File: src/include/vcache_regs.svh
// Timing and size constants for the virtual-cache miss and alias control.
// Assumes inclusion by bare name from the alias check and miss control files.
`ifndef VCACHE_REGS_SVH
`define VCACHE_REGS_SVH

// Words per cache line filled or flushed
`define VC_LINE_WORDS 8
// Doubleword entries in the write-through write buffer
`define VC_WBUF_ENTRIES 4
// Clocks bus-drive enable leads the stall release
`define VC_IOE_LEAD 1
// Physical address width compared by the alias check
`define VC_PA_W 36

`endif

File: src/include/vcache_pkg.sv
// Types shared by the miss control and snoop filter.
// Assumes nothing of its surroundings; compiled before all design files.
package vcache_pkg;

  // ****************************************
  // Miss sequencer states, Gray along the usual path
  // ****************************************
  typedef enum logic [3:0] {
    ST_IDLE    = 4'h0,
    ST_CHECK   = 4'h1,
    ST_FETCH   = 4'h3,
    ST_DELIVER = 4'h2,
    ST_RELEASE = 4'h6,
    ST_WRITE   = 4'h7,
    ST_DIRTY   = 4'h5,
    ST_COPY    = 4'h4,
    ST_WTFULL  = 4'h9
  } state_t;

  // System bus transaction kinds
  typedef enum logic [2:0] {
    TX_READ   = 3'h0,
    TX_WRITE  = 3'h1,
    TX_CRD    = 3'h2,
    TX_CRDINV = 3'h3,
    TX_CWRINV = 3'h4,
    TX_CINV   = 3'h5
  } bus_txn_t;

  // Active-high byte lanes from address and size; byte 0 sits on lane 3
  function automatic logic [3:0] byte_lanes(input logic [1:0] lo, input logic [1:0] size);
    logic [3:0] l;
    l = 4'hf;
    case (size)
      2'h0:    l = 4'h8 >> lo;
      2'h1:    l = lo[1] ? 4'h3 : 4'hc;
      default: l = 4'hf;
    endcase
    return l;
  endfunction : byte_lanes

endpackage : vcache_pkg

File: src/hw/alias_check.sv
// Alias detector: compares the physical address of a missing access with
// the physical tag selected by the cache index. Assumes the tag array
// presents the selected entry in the same cycle as the miss.
`timescale 1ns/1ps
`include "vcache_regs.svh"
module alias_check #(
  parameter int unsigned PA_W = `VC_PA_W
) (
  // Clock and reset
  input  wire logic            ref_clk,
  input  wire logic            arst_n,
  // Compare request
  input  wire logic            check_en,
  input  wire logic            mmu_enable_bit,
  input  wire logic [PA_W-1:0] miss_phys_addr,
  input  wire logic [PA_W-1:0] sel_ptag,
  input  wire logic            sel_ptag_valid,
  // Result, held until the next check
  output logic                 alias_hit
);

  // ****************************************
  // Compare on every miss
  // ****************************************
  // Without translation no two virtual names can share a frame
  always_ff @(posedge ref_clk or negedge arst_n) begin
    if (!arst_n) begin
      alias_hit <= 1'b0;
    end else if (check_en) begin
      alias_hit <= mmu_enable_bit && sel_ptag_valid && (miss_phys_addr == sel_ptag);
    end
  end

  property p_no_alias_unmapped;
    @(posedge ref_clk) disable iff (!arst_n)
      (check_en && !mmu_enable_bit) |=> !alias_hit;
  endproperty
  a_no_alias_unmapped: assert property (p_no_alias_unmapped)
    else $error("alias flagged with translation disabled");

endmodule : alias_check

File: src/hw/snoop_filter.sv
// Bus snoop filter: picks the coherent transactions looked up in the
// physical tags, answers shared at A+2 in write-through mode and invalidates on coherent kills.
// Assumes the tag lookup result arrives one clock after the address cycle.
`timescale 1ns/1ps
module snoop_filter (
  // Clock and reset
  input  wire logic                 ref_clk,
  input  wire logic                 arst_n,
  // Mode and bus address cycle
  input  wire logic                 cache_mode_wt,
  input  wire logic                 bus_addr_valid,
  input  wire vcache_pkg::bus_txn_t bus_txn_type,
  input  wire logic                 snoop_line_valid,
  input  wire vcache_pkg::bus_txn_t own_txn_type,
  // Snoop answers
  output logic                      snoop_lookup,
  output logic                      shared_line_indicator_n,
  output logic                      snoop_invalidate,
  output logic                      own_txn_allowed
);

  vcache_pkg::bus_txn_t type1_r;

  // Plain reads and writes never touch the tags, in either mode
  function automatic logic snooped(input vcache_pkg::bus_txn_t t);
    return (t == vcache_pkg::TX_CRD) || (t == vcache_pkg::TX_CRDINV) ||
           (t == vcache_pkg::TX_CWRINV) || (t == vcache_pkg::TX_CINV);
  endfunction : snooped

  // ****************************************
  // Address cycle: A+1 lookup
  // ****************************************
  always_ff @(posedge ref_clk or negedge arst_n) begin
    if (!arst_n) begin
      snoop_lookup <= 1'b0;
      type1_r      <= vcache_pkg::TX_READ;
    end else begin
      snoop_lookup <= bus_addr_valid && snooped(bus_txn_type);
      type1_r      <= bus_txn_type;
    end
  end

  // A+2: shared answer and tag kill
  always_ff @(posedge ref_clk or negedge arst_n) begin
    if (!arst_n) begin
      shared_line_indicator_n <= 1'b1;
      snoop_invalidate        <= 1'b0;
    end else begin
      shared_line_indicator_n <= !(snoop_lookup && snoop_line_valid && cache_mode_wt &&
                                   type1_r == vcache_pkg::TX_CRD);
      snoop_invalidate <= snoop_lookup && snoop_line_valid &&
                          type1_r != vcache_pkg::TX_CRD;
    end
  end

  // Write-through mode keeps to uncoherent reads, plain writes and write-invalidates
  always_ff @(posedge ref_clk or negedge arst_n) begin
    if (!arst_n) begin
      own_txn_allowed <= 1'b1;
    end else begin
      own_txn_allowed <= !(cache_mode_wt && snooped(own_txn_type) &&
                           own_txn_type != vcache_pkg::TX_CWRINV);
    end
  end

  property p_plain_not_snooped;
    @(posedge ref_clk) disable iff (!arst_n)
      (bus_addr_valid && !snooped(bus_txn_type)) |=> !snoop_lookup;
  endproperty
  a_plain_not_snooped: assert property (p_plain_not_snooped)
    else $error("plain transaction was snooped");

  property p_wt_no_coherent_origin;
    @(posedge ref_clk) disable iff (!arst_n)
      (cache_mode_wt && own_txn_type == vcache_pkg::TX_CINV) |=> !own_txn_allowed;
  endproperty
  a_wt_no_coherent_origin: assert property (p_wt_no_coherent_origin)
    else $error("write-through allowed a coherent origin");

  property p_shared_at_a2;
    @(posedge ref_clk) disable iff (!arst_n)
      (bus_addr_valid && bus_txn_type == vcache_pkg::TX_CRD && cache_mode_wt)
        ##1 (snoop_line_valid && cache_mode_wt) |=> !shared_line_indicator_n;
  endproperty
  a_shared_at_a2: assert property (p_shared_at_a2)
    else $error("shared not answered at A+2");

endmodule : snoop_filter

File: src/hw/miss_alias_ctrl.sv
// Virtual-cache miss sequencer with alias handling and snoop selection.
// Assumes the processor holds its request until proc_stall falls, and
// that the fetch engine and both buffers obey the strobes given here.
`timescale 1ns/1ps
`include "vcache_regs.svh"

// What this block does
// - Copy-back snoops four coherent kinds only
// - Write-through never originates coherent reads, invalidates
// - Alias check every miss, only with translation
// - Physical address equal to selected tag aliases
// - Read alias: retag, drop fetch, serve cache
// - Copy-back write alias: retag, mark, write
// - Write-through write miss: memory only, alias invalidates
// - Stall while request cannot be serviced
// - Data strobe pulses only under stall
// - Bus-drive enable low takes processor off bus
// - Read output enable low on cache reads
// - Four byte write enables; reads full word
// - Read miss: stall, release bus, fill, strobe
// - Reassert bus-drive before releasing stall
// - Same read miss in both modes
// - Write-through write miss goes to write buffer
// - Stall write-through only while buffer full
// - Clean copy-back write: refill, then write
// - Dirty line to write buffer during fetch
// - Copy read buffer in, then write data
// - Write-through shared at A+2; invalidate on coherent kills
module miss_alias_ctrl #(
  parameter int unsigned PA_W         = `VC_PA_W,
  parameter int unsigned LINE_WORDS   = `VC_LINE_WORDS,
  parameter int unsigned WBUF_ENTRIES = `VC_WBUF_ENTRIES,
  parameter int unsigned IOE_LEAD     = `VC_IOE_LEAD,
  parameter int unsigned WCW          = $clog2(WBUF_ENTRIES + 1)
) (
  // Clock and reset
  input  wire logic                 ref_clk,
  input  wire logic                 arst_n,
  // Configuration
  input  wire logic                 cache_mode_wt,
  input  wire logic                 mmu_enable_bit,
  // Processor request
  input  wire logic                 req_valid,
  input  wire logic                 req_write,
  input  wire logic                 req_hit,
  input  wire logic [1:0]           req_addr_lo,
  input  wire logic [1:0]           req_size,
  input  wire logic [PA_W-1:0]      req_phys_addr,
  input  wire logic                 walk_busy,
  // Selected tag entry
  input  wire logic [PA_W-1:0]      sel_ptag,
  input  wire logic                 sel_ptag_valid,
  input  wire logic                 line_modified,
  // Memory fetch and buffers
  input  wire logic                 fetch_word_valid,
  input  wire logic [WCW-1:0]       wbuf_count,
  output logic                      fetch_req,
  output logic                      wbuf_push,
  output logic                      wbuf_line_load,
  output logic                      rbuf_pop,
  // Processor control
  output logic                      proc_stall,
  output logic                      proc_data_strobe,
  output logic                      proc_bus_drive_enable,
  // Cache RAM control
  output logic [3:0]                cram_byte_write_en_n,
  output logic                      cram_read_out_en_n,
  // Tag updates
  output logic                      tag_rewrite,
  output logic                      tag_set_modified,
  output logic                      tag_invalidate,
  // Bus snooping
  input  wire logic                 bus_addr_valid,
  input  wire vcache_pkg::bus_txn_t bus_txn_type,
  input  wire logic                 snoop_line_valid,
  input  wire vcache_pkg::bus_txn_t own_txn_type,
  output logic                      snoop_lookup,
  output logic                      shared_line_indicator_n,
  output logic                      snoop_invalidate,
  output logic                      own_txn_allowed
);

  localparam int unsigned CW = $clog2(LINE_WORDS + 1);
  localparam logic [CW-1:0] LAST_W = CW'(LINE_WORDS - 1);
  localparam logic [CW-1:0] FULL_W = CW'(LINE_WORDS);
  localparam logic [CW-1:0] LEAD_W = CW'(IOE_LEAD - 1);
  localparam logic [WCW-1:0] WB_FULL = WCW'(WBUF_ENTRIES);

  vcache_pkg::state_t st_r, st_nxt;
  logic [CW-1:0]  cnt_r, cnt_nxt, fcnt_r;
  logic           wr_r, wt_r, mod_r, alias_hit, miss_take, wb_full;
  logic [3:0]     lanes_r;
  logic           stall_nxt, strobe_nxt, ioe_nxt, cram_read_out_en_n_nxt;
  logic [3:0]     cram_byte_write_en_n_nxt;
  logic           fetch_nxt, push_nxt, load_nxt, pop_nxt;
  logic           rewrite_nxt, setmod_nxt, inval_nxt;

  // ****************************************
  // Alias check and snoop filter
  // ****************************************
  assign miss_take = (st_r == vcache_pkg::ST_IDLE) && req_valid && !req_hit && !walk_busy;
  assign wb_full   = (wbuf_count >= WB_FULL);

  alias_check #(.PA_W(PA_W)) u_alias (
    .ref_clk        (ref_clk),
    .arst_n         (arst_n),
    .check_en       (miss_take),
    .mmu_enable_bit (mmu_enable_bit),
    .miss_phys_addr (req_phys_addr),
    .sel_ptag       (sel_ptag),
    .sel_ptag_valid (sel_ptag_valid),
    .alias_hit      (alias_hit)
  );

  snoop_filter u_snoop (
    .ref_clk                 (ref_clk),
    .arst_n                  (arst_n),
    .cache_mode_wt           (cache_mode_wt),
    .bus_addr_valid          (bus_addr_valid),
    .bus_txn_type            (bus_txn_type),
    .snoop_line_valid        (snoop_line_valid),
    .own_txn_type            (own_txn_type),
    .snoop_lookup            (snoop_lookup),
    .shared_line_indicator_n (shared_line_indicator_n),
    .snoop_invalidate        (snoop_invalidate),
    .own_txn_allowed         (own_txn_allowed)
  );

  // ****************************************
  // Request capture
  // ****************************************
  // Mode is frozen per miss so a mode change cannot split a sequence
  always_ff @(posedge ref_clk or negedge arst_n) begin
    if (!arst_n) begin
      wr_r    <= 1'b0;
      wt_r    <= 1'b0;
      mod_r   <= 1'b0;
      lanes_r <= 4'h0;
    end else if (miss_take) begin
      wr_r    <= req_write;
      wt_r    <= cache_mode_wt;
      mod_r   <= line_modified;
      lanes_r <= vcache_pkg::byte_lanes(req_addr_lo, req_size);
    end
  end

  // Words landed in the read buffer during a dirty replacement
  always_ff @(posedge ref_clk or negedge arst_n) begin
    if (!arst_n) begin
      fcnt_r <= '0;
    end else if (st_r == vcache_pkg::ST_CHECK) begin
      fcnt_r <= '0;
    end else if (st_r == vcache_pkg::ST_DIRTY && fetch_word_valid && fcnt_r != FULL_W) begin
      fcnt_r <= fcnt_r + CW'(1);
    end
  end

  // ****************************************
  // Sequencer decisions
  // ****************************************
  always_comb begin
    st_nxt      = st_r;
    cnt_nxt     = cnt_r;
    stall_nxt   = proc_stall;
    ioe_nxt     = proc_bus_drive_enable;
    strobe_nxt  = 1'b0;
    cram_read_out_en_n_nxt  = 1'b1;
    cram_byte_write_en_n_nxt  = 4'hf;
    fetch_nxt   = 1'b0;
    push_nxt    = 1'b0;
    load_nxt    = 1'b0;
    pop_nxt     = 1'b0;
    rewrite_nxt = 1'b0;
    setmod_nxt  = 1'b0;
    inval_nxt   = 1'b0;
    case (st_r)
      vcache_pkg::ST_IDLE: begin
        ioe_nxt   = 1'b1;
        stall_nxt = walk_busy;
        if (miss_take) begin
          st_nxt    = vcache_pkg::ST_CHECK;
          stall_nxt = !(req_write && cache_mode_wt);
        end
      end
      vcache_pkg::ST_CHECK: begin
        cnt_nxt = '0;
        if (!wr_r) begin
          if (alias_hit) begin
            rewrite_nxt = 1'b1;
            cram_read_out_en_n_nxt  = 1'b0;
            strobe_nxt  = 1'b1;
            st_nxt      = vcache_pkg::ST_RELEASE;
          end else begin
            ioe_nxt   = 1'b0;
            fetch_nxt = 1'b1;
            st_nxt    = vcache_pkg::ST_FETCH;
          end
        end else if (wt_r) begin
          if (wb_full) begin
            stall_nxt = 1'b1;
            st_nxt    = vcache_pkg::ST_WTFULL;
          end else begin
            push_nxt  = 1'b1;
            inval_nxt = alias_hit;
            st_nxt    = vcache_pkg::ST_IDLE;
          end
        end else if (alias_hit) begin
          rewrite_nxt = 1'b1;
          setmod_nxt  = !mod_r;
          cram_byte_write_en_n_nxt  = ~lanes_r;
          st_nxt      = vcache_pkg::ST_RELEASE;
        end else begin
          ioe_nxt   = 1'b0;
          fetch_nxt = 1'b1;
          st_nxt    = mod_r ? vcache_pkg::ST_DIRTY : vcache_pkg::ST_FETCH;
        end
      end
      vcache_pkg::ST_FETCH: begin
        if (fetch_word_valid) begin
          cram_byte_write_en_n_nxt = 4'h0;
          cnt_nxt    = cnt_r + CW'(1);
          if (cnt_r == LAST_W) begin
            st_nxt  = wr_r ? vcache_pkg::ST_WRITE : vcache_pkg::ST_DELIVER;
            ioe_nxt = wr_r;
          end
        end
      end
      vcache_pkg::ST_DELIVER: begin
        cram_read_out_en_n_nxt = 1'b0;
        strobe_nxt = 1'b1;
        ioe_nxt    = 1'b1;
        cnt_nxt    = '0;
        st_nxt     = vcache_pkg::ST_RELEASE;
      end
      vcache_pkg::ST_DIRTY: begin
        // Readout and refill overlap; copy waits for both to finish
        if (cnt_r != FULL_W) begin
          cram_read_out_en_n_nxt = 1'b0;
          load_nxt   = 1'b1;
          cnt_nxt    = cnt_r + CW'(1);
        end else if (fcnt_r == FULL_W) begin
          cnt_nxt = '0;
          st_nxt  = vcache_pkg::ST_COPY;
        end
      end
      vcache_pkg::ST_COPY: begin
        pop_nxt    = 1'b1;
        cram_byte_write_en_n_nxt = 4'h0;
        cnt_nxt    = cnt_r + CW'(1);
        if (cnt_r == LAST_W) begin
          ioe_nxt = 1'b1;
          st_nxt  = vcache_pkg::ST_WRITE;
        end
      end
      vcache_pkg::ST_WRITE: begin
        cram_byte_write_en_n_nxt = ~lanes_r;
        cnt_nxt    = '0;
        st_nxt     = vcache_pkg::ST_RELEASE;
      end
      vcache_pkg::ST_RELEASE: begin
        cnt_nxt = cnt_r + CW'(1);
        if (cnt_r >= LEAD_W) begin
          stall_nxt = 1'b0;
          st_nxt    = vcache_pkg::ST_IDLE;
        end
      end
      vcache_pkg::ST_WTFULL: begin
        if (!wb_full) begin
          push_nxt  = 1'b1;
          inval_nxt = alias_hit;
          stall_nxt = 1'b0;
          st_nxt    = vcache_pkg::ST_IDLE;
        end
      end
      default: begin
        st_nxt    = vcache_pkg::ST_IDLE;
        stall_nxt = 1'b0;
        ioe_nxt   = 1'b1;
      end
    endcase
  end

  // ****************************************
  // State registers
  // ****************************************
  always_ff @(posedge ref_clk or negedge arst_n) begin
    if (!arst_n) begin
      st_r  <= vcache_pkg::ST_IDLE;
      cnt_r <= '0;
    end else begin
      st_r  <= st_nxt;
      cnt_r <= cnt_nxt;
    end
  end

  // Processor and RAM strobes, all registered to keep pin timing clean
  always_ff @(posedge ref_clk or negedge arst_n) begin
    if (!arst_n) begin
      proc_stall            <= 1'b0;
      proc_data_strobe      <= 1'b0;
      proc_bus_drive_enable <= 1'b1;
      cram_byte_write_en_n  <= 4'hf;
      cram_read_out_en_n    <= 1'b1;
    end else begin
      proc_stall            <= stall_nxt;
      proc_data_strobe      <= strobe_nxt;
      proc_bus_drive_enable <= ioe_nxt;
      cram_byte_write_en_n  <= cram_byte_write_en_n_nxt;
      cram_read_out_en_n    <= cram_read_out_en_n_nxt;
    end
  end

  // Buffer, fetch and tag strobes
  always_ff @(posedge ref_clk or negedge arst_n) begin
    if (!arst_n) begin
      fetch_req        <= 1'b0;
      wbuf_push        <= 1'b0;
      wbuf_line_load   <= 1'b0;
      rbuf_pop         <= 1'b0;
      tag_rewrite      <= 1'b0;
      tag_set_modified <= 1'b0;
      tag_invalidate   <= 1'b0;
    end else begin
      fetch_req        <= fetch_nxt;
      wbuf_push        <= push_nxt;
      wbuf_line_load   <= load_nxt;
      rbuf_pop         <= pop_nxt;
      tag_rewrite      <= rewrite_nxt;
      tag_set_modified <= setmod_nxt;
      tag_invalidate   <= inval_nxt;
    end
  end

  // ****************************************
  // Checks
  // ****************************************
  property p_strobe_under_stall;
    @(posedge ref_clk) disable iff (!arst_n)
      proc_data_strobe |-> proc_stall;
  endproperty
  a_strobe_under_stall: assert property (p_strobe_under_stall)
    else $error("data strobe without stall");

  property p_off_bus_stalled;
    @(posedge ref_clk) disable iff (!arst_n)
      !proc_bus_drive_enable |-> proc_stall;
  endproperty
  a_off_bus_stalled: assert property (p_off_bus_stalled)
    else $error("processor off bus while running");

  property p_ioe_leads_release;
    @(posedge ref_clk) disable iff (!arst_n)
      $fell(proc_stall) |-> $past(proc_bus_drive_enable) && proc_bus_drive_enable;
  endproperty
  a_ioe_leads_release: assert property (p_ioe_leads_release)
    else $error("stall released before bus-drive enable");

  property p_fill_word;
    @(posedge ref_clk) disable iff (!arst_n)
      (st_r == vcache_pkg::ST_FETCH && fetch_word_valid) |=>
        cram_byte_write_en_n == 4'h0 &&
        proc_bus_drive_enable == (wr_r && st_r == vcache_pkg::ST_WRITE);
  endproperty
  a_fill_word: assert property (p_fill_word)
    else $error("fetched word not written to cache");

  property p_wt_inval_alias;
    @(posedge ref_clk) disable iff (!arst_n)
      (st_r == vcache_pkg::ST_CHECK && wr_r && wt_r && !wb_full) |=>
        wbuf_push && (tag_invalidate == $past(alias_hit)) && !proc_stall;
  endproperty
  a_wt_inval_alias: assert property (p_wt_inval_alias)
    else $error("write-through miss mishandled");

  property p_wt_full_stall;
    @(posedge ref_clk) disable iff (!arst_n)
      (st_r == vcache_pkg::ST_WTFULL && wb_full) |=> proc_stall && !wbuf_push;
  endproperty
  a_wt_full_stall: assert property (p_wt_full_stall)
    else $error("stall dropped while buffer full");

  property p_read_alias;
    @(posedge ref_clk) disable iff (!arst_n)
      (st_r == vcache_pkg::ST_CHECK && !wr_r && alias_hit) |=>
        tag_rewrite && !cram_read_out_en_n && proc_data_strobe && !fetch_req;
  endproperty
  a_read_alias: assert property (p_read_alias)
    else $error("read alias not served from cache");

  property p_cb_alias_mark;
    @(posedge ref_clk) disable iff (!arst_n)
      tag_set_modified |-> tag_rewrite && cram_byte_write_en_n != 4'hf;
  endproperty
  a_cb_alias_mark: assert property (p_cb_alias_mark)
    else $error("modified set without retag and write");

  property p_dirty_readout;
    @(posedge ref_clk) disable iff (!arst_n)
      wbuf_line_load |-> !cram_read_out_en_n && !proc_bus_drive_enable;
  endproperty
  a_dirty_readout: assert property (p_dirty_readout)
    else $error("dirty readout without read enable");

endmodule : miss_alias_ctrl

File: config.mk
export PLATFORM = sky130hd
export DESIGN_NAME = miss_alias_ctrl
export DESIGN_NICKNAME = d
export VERILOG_FILES = /design/src/include/vcache_pkg.sv /design/src/hw/alias_check.sv /design/src/hw/snoop_filter.sv /design/src/hw/miss_alias_ctrl.sv
export VERILOG_INCLUDE_DIRS = /design/src /design/src/include
export SDC_FILE = /design/constraint.sdc
export NUM_CORES = 1
export LEC_CHECK = 0
export BUFFER_PORTS_ARGS = -buffer_cell sky130_fd_sc_hd__buf_2
export CAP_MARGIN = 10
export CORE_MARGIN = 1.5
export CORE_UTILIZATION = 40
export CTS_BUF_LIST = sky130_fd_sc_hd__clkbuf_2
export DETAILED_ROUTE_END_ITERATION = 8
export MAX_ROUTING_LAYER = met4
export PLACE_DENSITY = 0.72
export SLEW_MARGIN = 0
export SYNTH_ARGS = -nofsm -noshare
export SYNTH_HDL_FRONTEND = slang
export SYNTH_SLANG_ARGS = --single-unit
File: constraint.sdc
create_clock -name ref_clk -period 1.7 [get_ports ref_clk]
set_clock_uncertainty 0.15 [all_clocks]
set_input_delay 0.255 -clock ref_clk [delete_from_list [all_inputs] [get_ports ref_clk]]
set_output_delay 0.255 -clock ref_clk [all_outputs]
set_load 0.02 [all_outputs]
Word level (Yosys, flattened, before mapping)
Cells that the tools add are included.

storage, ports and cells
  register bits after elaboration = 42
  output and inout port bits = 19
  logic and storage cells = 182

cells by class
  add/subtract/negate cells = 2
  order comparisons = 2
  equal/unequal tests = 38
  shift-type cells = 1
  mux-type cells = 71
  bitwise gates (word level) = 3
  reduce and logical (&&, ||, !) cells = 40

operators by type and width
  kind                 number
  $mux 4               21
  $eq 36x36->1         1
  $mux 1               36
  $pmux 4 s4           2
  $pmux 4 s8           1
  $eq 4x3->1 const B   5
  $ne 2x2->1 const B   10
  $eq 3x2->1 const B   5
  $logic_and 1x1->1    15
  $eq 3x3->1 const B   4
  $mux 3               4
  $add 4x1->4 const B  2
  $eq 4x2->1 const B   2
  $eq 4x4->1 const B   2
  $ne 4x4->1 const B   2
  $pmux 4 s2           1
  $reduce_and 8->1     1
  $logic_not 1->1      6
  $logic_or 1x1->1     6
  $ne 3x3->1 const B   2
  $pmux 1 s2           3
  $reduce_and 6->1     1
  $pmux 1 s5           1
  $reduce_and 5->1     1
  21 further kinds     23

Longest topological paths before layout
Gate-level depths: netlist of the first run.

  word-level depth = 7
  gate-level depth with buffers = 8
  depth with buffers taken out = 7

Hierarchy
A second synthesis of the first run with hierarchy kept.

second synthesis, totals
  cells, all modules = 257
  area, all modules = 2497.4 µm²

modules (own cells, without submodules)
  module           instances  cells each  area each (µm²)  seq. area each (µm²)
  miss_alias_ctrl  1          189         1823.0           858.3
  alias_check      1          52          431.7            25.0
  snoop_filter     1          16          242.7            177.7

Least setup slack after synthesis of the first run
OpenSTA, ideal clock, no wires.

  kind = reg-to-reg
  start = register fcnt_r[0]
  end = register st_r[2]
  setup time = 0.125 ns
  arrival time = 1.588 ns
  required time = 1.425 ns
  path slack = -0.163 ns
  stages on the path, launching flop included = 8
  path buffers = 0
  clock period less this slack = 1.863 ns
  cell sequence = dfrtp_1 > inv_1 > ha_1 > nand3b_1 > o21ai_0 > a21oi_1 > or3_1 > mux2_2

on the way
  longest elaborated chain between the ends = 3

ends and longest elaborated chain
  element                     line                    text
  from (decl)                 miss_alias_ctrl.sv:90   logic [CW-1:0] cnt_r, cnt_nxt, fcnt_r;
  from (signal assigned)      miss_alias_ctrl.sv:154  fcnt_r <= fcnt_r + CW'(1);
  $eq 4x4->1                  miss_alias_ctrl.sv:241  end else if (fcnt_r == FULL_W) begin
  $ne 2x1->1 (no line)        -
  $reduce_and 8->1 (no line)  -
  to (signal assigned)        miss_alias_ctrl.sv:288  st_r <= vcache_pkg::ST_IDLE;
  to (signal assigned)        miss_alias_ctrl.sv:291  st_r <= st_nxt;
  to (decl)                   miss_alias_ctrl.sv:89   vcache_pkg::state_t st_r, st_nxt;

Every way passes these cells.
A chain may end at the register's enable or synchronous reset.

Worst setup path in the final report of the first run
  start = register cnt_r[0]
  end = register st_r[2]

on the way
  longest elaborated chain between the ends = 3
  elaborated cells on any way between the ends = 8
  those cells by class = order compare: 1; eq/ne: 6; reduce/logical: 1

ends and longest elaborated chain
  element                                   line                    text
  from (decl)                               miss_alias_ctrl.sv:90
  from (signal assigned)                    miss_alias_ctrl.sv:292  cnt_r <= cnt_nxt;
  $ge 4x1->1, or another cell as far along  miss_alias_ctrl.sv:262  if (cnt_r >= LEAD_W) begin
  $ne 2x2->1 (no line)                      -
  $reduce_and 8->1 (no line) *              -

Mark *: on every way between the ends. The rest lies on a longest branch, timed or not.

==> impl_metrics.py, run 1 <==
metrics = {
    "run_status": {
        "status": "finished, violations left",
        "violations": "negative setup slack",
    },
    "worst_setup_path": {
        "crit_path_start_kind": "register",
        "endpoint_kind": "register",
        "critPathRequiredTime_ps": 1880,
        "critical_path_class": "reg2reg",
        "worstPathMaxFanout": 4,
        "critPathArrivalTime_ps": 2170,
    },
    "route": {
        "viasPerCell": 5.05,
        "drt_iter0_drc": 159,
        "met1_length_um": 2970,
        "vias": 2741,
        "met3WireLength_um": 342,
        "wl_um": 7780,
        "first_pass_iters": 5,
        "met2WireLength_um": 4260,
        "ant_nets": 0,
        "drcViolationCount": 0,
        "wl_per_cell_um": 14.3,
        "highest_layer": "met4",
    },
    "sta": {
        "setup_ws_ps": -286,
        "rsz0062_at_grt": "yes",
        "worst_pin_slew_ps": 478,
        "hold_viol": 0,
        "min_period_over_period": 1.17,
        "finalSetupViolCount": 15,
        "fin_crit_ps": 1990,
        "maxSlewViolCount": 0,
        "fmax_mhz": 504,
        "relSlewSlack": 0.681,
        "whs_ps": 19.2,
    },
    "power_and_ir_drop": {
        "p_int_w": 0.00387,
        "power.share.sequential": 0.254,
        "power.share.clock": 0.120,
        "p_per_area_nw_per_um2": 1450,
        "total_power_w": 0.00623,
        "p_leak_nw": 2.04,
        "pwr-share-comb": 0.626,
        "peakVddDrop_mv": 0.772,
        "swShare": 0.379,
        "power_switching_w": 0.00236,
    },
    "synth": {
        "synth.most_common_cell": "dfrtp_1",
        "synth_edf_count": 0,
        "yosysTopAreaCell": "dfrtp_1",
        "synth_seq_cells": 42,
        "seq_area_frac_synth": 0.416,
        "synth_cell_types": 54,
        "syn_inst": 264,
        "synthTopCellsByArea": "dfrtp_1, dfstp_2, xnor2_1",
        "syn_avg_cell_area_um2": 9.66,
        "syn_area_um2": 2550,
        "synthArstFlopShare": 1.00,
        "syn-num-nets": 366,
        "yosys_warnings": 0,
        "yosys.area.top_type_share": 0.333,
        "synth_ff_type": "dfrtp_1",
        "netlist_top_cells_count": "dfrtp_1, nor2_1, xnor2_1",
    },
    "global_routing": {
        "track_usage": 0.215,
        "grt_max_degree": 24,
        "overflow": 0,
        "grt_pass1_vias": 2743,
        "grt_first_pass_wirelength_um": 11900,
        "antenna_found_initial": 0,
    },
    "flow_run": {
        "cap_violations": 0,
    },
    "floorplanning": {
        "initial_utilization": 0.423,
        "die_w_um": 82.9,
        "die_area_um2": 6870,
        "row_count": 28,
        "ios": 117,
        "core_area_um2": 6030,
        "die_y_um": 82.9,
    },
    "clock_network": {
        "cts_root_buffer": "clkbuf_2",
        "cts_tree": "done",
        "insertion_delay_ps": 410,
        "clk_pin_slew_worst_paths_ps": 230,
        "cts_buffer_depth": 2,
        "clkSinkCount": 42,
        "htree_levels": 2,
        "cts_buffers": 5,
    },
    "cells_and_area": {
        "num_antenna_cells": 0,
        "fin_util": 0.715,
        "design_area_um2": 4310,
        "area_delta_synth_final_pct": 69.0,
        "layout-drive-gt1-share": 0.581,
        "fin_nets": 569,
    },
    "placed_design": {
        "place_congestion": 0.878,
        "post_dp_cell_area_um2": 3540,
        "pre_cts_ws_ps": -217,
        "hpwl_um": 5620,
        "portBuffers": 114,
    },
    "min_path": {
        "min_path_type": "in2reg",
    },
}
critical path, cell delays in order (launching register included):
cell	delay, ps
dfrtp_1	460
inv_2	90
ha_4	120
nand3b_1	160
o21ai_2	210
a21oi_2	90
or3_4	340
mux2_2	290
flip-flops by register name, summed over array words and instances (netlist names), 3 cells and up:
| register | cells |
|---|---|
| st_r | 4 |
| u_snoop.type1_r | 3 |
| lanes_r | 4 |
| fcnt_r | 4 |
| cnt_r | 4 |
| cram_byte_write_en_n | 4 |
area by class of cell:
class	instances	area [um^2]
Timing Repair Buffer	207	1420
Clock buffer	5	25.0
Clock inverter	3	68.8
Multi-Input combinational cell	200	1600
Tap cell	75	93.8
Fill cell	442	1720
Inverter	11	41.3
Sequential cell	42	1060
path summary, 6_finish.rpt:
kind / from / endpoint / slack [ps] / depth (start not counted)
setup / recovery: cnt_r[0] / st_r[2] / -290 / 7
hold / removal: req_addr_lo[1] / lanes_r[2] / 20 / 4
setup reg to reg: cnt_r[0] / st_r[2] / -290 / 7
hold reg to reg: lanes_r[3] / cram_byte_write_en_n[3] / 280 / 1
max in group asynchronous: arst_n / u_snoop.own_txn_allowed / 690 / 3
min in group asynchronous: arst_n / fcnt_r[0] / 140 / 2
power by group through the flow:
stage / Combinational (W) / Clock (W) / Sequential [W]
3_5_place_dp: 0.00259 / 0 / 0.00157
2_1_floorplan: 0.00148 / 0 / 0.00163
6_report: 0.00390 / 0.000747 / 0.00158
4_1_cts: 0.00310 / 0.000753 / 0.00155
5_1_grt: 0.00416 / 0.000805 / 0.00161
3_3_place_gp: 0.00254 / 0 / 0.00156
metrics by stage:
step	TNS [ps]	cells
after floorplan	-126	264
after global placement	-2120	495
after detailed placement	-2320	495
after CTS	-1050	530
after global routing	-2720	543
final	-1630	543
cells by family after synthesis:
group | Yosys count | synth area share
buffers and inverters | 22 | 0.0530
and+or+nand+nor | 100 | 0.218
xor gates and xnor gates | 41 | 0.141
DFF | 42 | 0.416
muxes | 6 | 0.0260
adders and majority gates | 4 | 0.0196
AOI/OAI and AO/OA | 49 | 0.127
layout by cell type (no fill, tap or decap), types with 2 or more instances in the layout:
| master | count |
|---|---|
| a21oi_1 | 8 |
| a21oi_2 | 2 |
| a22oi_1 | 2 |
| a31oi_1 | 2 |
| buf_12 | 2 |
| buf_2 | 114 |
| buf_4 | 55 |
| buf_6 | 21 |
| bufinv_16 | 2 |
| clkbuf_2 | 5 |
| dfrtp_1 | 31 |
| dfrtp_2 | 3 |
| dfstp_2 | 8 |
| dlygate4sd3_1 | 14 |
| ha_4 | 2 |
| inv_1 | 8 |
| inv_2 | 3 |
| mux2_2 | 4 |
| nand2_1 | 16 |
| nand2b_1 | 4 |
| nand3_1 | 7 |
| nand3_2 | 3 |
| nand3b_1 | 4 |
| nand4_1 | 8 |
| nor2_1 | 17 |
| nor2_2 | 4 |
| nor2_4 | 2 |
| nor2b_4 | 2 |
| nor3_1 | 4 |
| nor4_1 | 6 |
| o21ai_0 | 8 |
| o21ai_1 | 5 |
| o21ai_2 | 6 |
| or3_4 | 3 |
| xnor2_1 | 21 |
| xor2_1 | 19 |
layer usage:
metal / vias to the layer above / track usage
met5: - / -
met1: 1289 / 0.240
met2: 99 / 0.404
met4: 0 / 0.0515
li1: 1335 / -
met3: 18 / 0.0288
repair_timing:
action	CTS	global route
buffers inserted	13	14
endpoints found under the hold margin	55	0
pin swaps	6	25
hold buffers	14	0
gates resized for setup	42	48
setup endpoints to repair	22	25
(Power assumes the default switching activity.)
==> run 2: changes to the inputs <==
Settings changed: CELL_PAD_IN_SITES_DETAIL_PLACEMENT set to 1, CELL_PAD_IN_SITES_GLOBAL_PLACEMENT set to 1, CORE_UTILIZATION 40 to 32, HOLD_SLACK_MARGIN set to 0.05, PLACE_DENSITY 0.72 to 0.78.
==> run 2 against run 1 <==
Compared with the run above: the run still ends with negative setup slack left; highest routed layer unchanged; largest power group unchanged; first-iteration DRC count fell by 37%; sequential cell count did not move; largest cell class unchanged; count of clock-buffer cells in the layout did not move; sequential power barely moved; critical endpoint is now st_r[0].
==> impl_metrics.py, run 2 (synthesis gave the netlist of run 1 again) <==
metrics = {
    "worst_setup_path": {
        "critical_path_class": "reg2reg",
        "critPathArrivalTime_ps": 2290,
        "startpoint": "cnt_r[1]",
        "worstPathMaxFanout": 3,
        "crit_path_start_kind": "register",
        "timing.rr.start": "cnt_r[1]",
        "endpoint_kind": "register",
        "r2r-end": "st_r[0]",
        "rrSetupSlack_ps": -380,
        "critPathRequiredTime_ps": 1910,
        "rr_worst_depth": 7,
    },
    "floorplanning": {
        "die_y_um": 92.3,
        "core_area_um2": 7730,
        "die_area_um2": 8520,
        "ios": 117,
        "row_count": 32,
        "die_w_um": 92.3,
        "initial_utilization": 0.330,
    },
    "route": {
        "wl_um": 9350,
        "first_pass_iters": 6,
        "viasPerCell": 4.98,
        "ant_nets": 0,
        "drt_iter0_drc": 100,
        "drcViolationCount": 0,
        "wl_per_cell_um": 16.8,
        "vias": 2780,
    },
    "global_routing": {
        "track_usage": 0.220,
        "antenna_found_initial": 3,
        "grt_pass1_vias": 3081,
        "grt_first_pass_wirelength_um": 14100,
        "overflow": 0,
        "grt_max_degree": 20,
    },
    "sta": {
        "setup_ws_ps": -381,
        "min_period_over_period": 1.22,
        "relSlewSlack": 0.661,
        "fmax_mhz": 481,
        "maxSlewViolCount": 0,
        "hold_viol": 0,
        "fin_crit_ps": 2080,
        "setup_tns_ps": -1850,
        "rsz0062_at_grt": "yes",
        "finalSetupViolCount": 11,
        "worst_pin_slew_ps": 508,
    },
    "power_and_ir_drop": {
        "peakVddDrop_mv": 0.402,
        "p_int_w": 0.00336,
        "swShare": 0.411,
        "power.share.clock": 0.107,
        "p_per_area_nw_per_um2": 1390,
        "pwr-share-comb": 0.612,
        "total_power_w": 0.00571,
        "power.share.sequential": 0.281,
        "power_switching_w": 0.00235,
        "p_leak_nw": 1.92,
    },
    "clock_network": {
        "clkSinkCount": 42,
        "cts_buffers": 5,
        "cts_buffer_depth": 2,
        "cts_tree": "done",
        "htree_levels": 2,
        "clk_pin_slew_worst_paths_ps": 230,
        "insertion_delay_ps": 430,
        "cts_root_buffer": "clkbuf_2",
    },
    "min_path": {
        "min_from": "req_addr_lo[0]",
        "min_path_cells": 4,
        "min_path_type": "in2reg",
        "hold_end": "lanes_r[3]",
    },
    "run_status": {
        "status": "finished, violations left",
        "violations": "negative setup slack",
    },
    "cells_and_area": {
        "filler_cell_count": 930,
        "layout_common_cells": "buf_2, buf_4, dfrtp_1",
        "area_delta_synth_final_pct": 61.2,
        "fin_nets": 554,
        "layout-drive-gt1-share": 0.565,
        "design_area_um2": 4110,
        "final_common_cell": "buf_2",
    },
    "placed_design": {
        "hpwl_um": 6560,
        "pre_cts_ws_ps": -297,
        "place_congestion": 0.915,
        "post_dp_cell_area_um2": 3520,
        "portBuffers": 114,
    },
    "flow_run": {
        "cap_violations": 0,
    },
}
[run 2: cell count changes in the layout (fill, tap and decap cells not counted), sizes merged]
cell / before / now
bufinv: 2 / 1
diode: 0 / 3
clkinvlp: 0 / 2
buf: 193 / 176
dlygate4sd3: 14 / 16
inv: 11 / 10
[run 2: layout make-up]
| type | instances | area [um^2] | share of cell area |
|---|---|---|---|
| clock buffers | 5 | 25.0 | 0.00609 |
| diodes | 3 | 7.51 | 0.00183 |
| well taps | 102 | 128 | 0.0310 |
| inverters | 11 | 41.3 | 0.0100 |
| clock inverters | 3 | 45.0 | 0.0110 |
| flip-flops and latches | 42 | 1070 | 0.259 |
| multi-input cells | 200 | 1560 | 0.379 |
| repair buffers | 192 | 1240 | 0.301 |
[run 2: critical path, stage by stage, from the launching register on]
cell and delay (ps):
dfrtp_1 460, ha_2 220, nand4b_1 150, nand3_1 140
a21oi_2 80, buf_4 160, or4_4 480, a21oi_2 190
[run 2: repair_timing]
action,in CTS,in global routing
buffers inserted,9,6
endpoints found under the setup margin,20,25
hold buffers,16,0
endpoints found under the hold margin,53,0
gates resized for setup,32,46
pin swaps,10,11
[run 2: metal layers]
layer | global-route usage | up-vias | wire length (um)
met4 | 0.0962 | 0 | 210
met5 | - | - | 0
li1 | - | 1308 | -
met2 | 0.420 | 104 | 5220
met1 | 0.221 | 1350 | 3570
met3 | 0.0304 | 18 | 355
[run 2: worst max path at each step]
stage	cells past startpoint	slack, ps	endpoint
floorplan	7	-100	st_r[2]
global placement	5	-230	cnt_r[2]
detailed placement	6	-300	st_r[0]
CTS	7	-240	st_r[0]
global route	7	-430	st_r[0]
finish	7	-380	st_r[0]
[run 2: power by group through the flow]
stage                     sequential (W)  clock (W)  combinational (W)
after detailed placement         0.00160          0            0.00251
after global placement           0.00158          0            0.00240
after CTS                        0.00157   0.000621            0.00292
final                            0.00160   0.000611            0.00350
after floorplan                  0.00163          0            0.00148
after global routing             0.00164   0.000661            0.00378
[run 2: metrics by stage]
step	util	hold slack (ps)	std cells
after CTS	0.505	58.6	549
after detailed placement	0.455	74.4	516
after global placement	0.455	65.5	516
final	0.532	85.6	558
after global routing	0.532	105	558
after floorplan	-	-191	264
==> run 3: changes to the inputs <==
Settings changed: CELL_PAD_IN_SITES_DETAIL_PLACEMENT 1 to 2, CELL_PAD_IN_SITES_GLOBAL_PLACEMENT 1 to 2, CORE_UTILIZATION 32 to 25, PLACE_DENSITY 0.78 to 0.77.
==> run 3 against run 2 <==
Compared with the run above: the run still ends with negative setup slack left; sequential power hardly changed; setup slack worse by 5.9 ps; largest cell class unchanged; final area is 6.5% higher; largest power group unchanged.
==> impl_metrics.py, run 3 (synthesis gave the netlist of run 1 again) <==
metrics = {
    "run_status": {
        "status": "finished, violations left",
        "violations": "negative setup slack",
    },
    "worst_setup_path": {
        "endpoint_kind": "register",
        "r2r-end": "st_r[2]",
        "worstPathMaxFanout": 3,
        "rr_worst_depth": 7,
        "rrSetupSlack_ps": -390,
        "critical_path_class": "reg2reg",
        "critPathArrivalTime_ps": 2320,
        "critPathRequiredTime_ps": 1930,
        "crit_path_start_kind": "register",
        "timing.rr.start": "cnt_r[0]",
    },
    "sta": {
        "worst_pin_slew_ps": 502,
        "setup_ws_ps": -387,
        "hold_viol": 0,
        "min_period_over_period": 1.23,
        "rsz0062_at_grt": "yes",
        "relSlewSlack": 0.665,
        "fmax_mhz": 479,
        "maxSlewViolCount": 0,
        "fin_crit_ps": 2090,
        "finalSetupViolCount": 18,
    },
    "power_and_ir_drop": {
        "p_int_w": 0.00375,
        "power.share.clock": 0.099,
        "pwr-share-comb": 0.654,
        "swShare": 0.429,
        "p_leak_nw": 2.04,
        "power_switching_w": 0.00281,
        "power.share.sequential": 0.246,
        "peakVddDrop_mv": 0.468,
        "total_power_w": 0.00656,
        "p_per_area_nw_per_um2": 1500,
    },
    "cells_and_area": {
        "layout_common_cells": "buf_2, buf_4, dfrtp_1",
        "fin_nets": 567,
        "final_common_cell": "buf_2",
        "num_antenna_cells": 0,
        "layout-drive-gt1-share": 0.586,
        "area_delta_synth_final_pct": 71.7,
        "layout.cells.non_filler": 599,
    },
    "placed_design": {
        "dp.cells": 545,
        "hpwl_um": 7570,
        "portBuffers": 114,
        "place_congestion": 0.801,
    },
    "clock_network": {
        "htree_levels": 2,
        "clk_pin_slew_worst_paths_ps": 260,
        "cts_buffers": 5,
        "cts_buffer_depth": 2,
        "cts_root_buffer": "clkbuf_2",
        "insertion_delay_ps": 480,
        "cts_tree": "done",
        "clkSinkCount": 42,
    },
    "route": {
        "drcViolationCount": 0,
        "wl_um": 12700,
        "viasPerCell": 4.84,
        "ant_nets": 0,
        "drt_iter0_drc": 104,
        "first_pass_iters": 4,
        "wl_per_cell_um": 21.2,
        "vias": 2900,
    },
    "min_path": {
        "min_path_cells": 4,
        "min_from": "sel_ptag_valid",
        "hold_end": "u_alias.alias_hit",
        "min_path_type": "in2reg",
    },
    "floorplanning": {
        "die_y_um": 104,
        "die_w_um": 104,
        "initial_utilization": 0.260,
        "row_count": 36,
        "ios": 117,
        "core_area_um2": 9820,
        "die_area_um2": 10800,
    },
    "global_routing": {
        "busiest_layer": "met2",
        "grt.met3_usage": 0.0414,
        "antenna_found_initial": 0,
        "overflow": 0,
        "grt_max_degree": 43,
        "track_usage": 0.213,
        "use_met2": 0.414,
        "grt_pass1_vias": 3382,
        "use_met1": 0.210,
        "grt_first_pass_wirelength_um": 17600,
    },
    "flow_run": {
        "cap_violations": 0,
    },
}
==> run 3: power groups by stage <==
| stage | Sequential (W) | Clock (W) | Combinational [W] |
|---|---|---|---|
| detailed placement | 0.00161 | 0 | 0.00260 |
| global placement | 0.00159 | 0 | 0.00242 |
| floorplan | 0.00163 | 0 | 0.00148 |
| CTS | 0.00157 | 0.000630 | 0.00316 |
| finish | 0.00162 | 0.000650 | 0.00429 |
| global route | 0.00165 | 0.000690 | 0.00453 |
==> run 3: cell type report <==
cell class | count | area [um^2]
clock buffers | 6 | 30.0
well taps | 133 | 166
clock inverters | 2 | 37.5
fillers | 1081 | 5440
multi-input cells | 200 | 1640
inverters | 11 | 41.3
repair buffers | 205 | 1400
flip-flops and latches | 42 | 1070
==> run 3: how the worst max path moves through the flow <==
stage                         start       to  cells after the start
after detailed placement    st_r[2]  st_r[2]                      5
final                      cnt_r[0]  st_r[2]                      7
after global placement      st_r[2]  st_r[2]                      5
after global routing       cnt_r[0]  st_r[2]                      7
after CTS                  cnt_r[0]  st_r[2]                      6
after floorplan           fcnt_r[0]  st_r[2]                      7
==> run 3: through the flow <==
stage	utilization	area, um^2	worst slack, ps	hold WS [ps]	TNS (ps)
3_5_place_dp	0.363	3570	-340	101	-4090
5_1_grt	0.446	4380	-429	35.2	-3720
6_report	0.446	4380	-387	45.6	-2590
4_1_cts	0.406	3990	-274	58.3	-1190
3_3_place_gp	0.363	3570	-230	98.4	-1970
2_1_floorplan	-	2560	-104	-191	-126
==> run 3: layer usage <==
layer  up-vias  part of all wire
li1       1329                 -
met3        26             0.043
met5         -                 0
met1      1434              0.36
met4         0             0.035
met2       111              0.56
==> run 3: worst max-delay path, stage by stage, from the launching register on <==
cell and delay (ps):
dfrtp_1 470, inv_2 100, ha_4 140, nand3b_1 150
o21ai_2 180, a21oi_2 80, or3_4 400, mux2_4 330
==> run 3: timing repair <==
action                                  4_1_cts  5_1_grt
endpoints found under the setup margin       26       30
resized for setup                            39       58
hold buffers                                 16        1
pin swaps                                     8       16
endpoints found under the hold margin        59        1
buffers inserted                             12       20
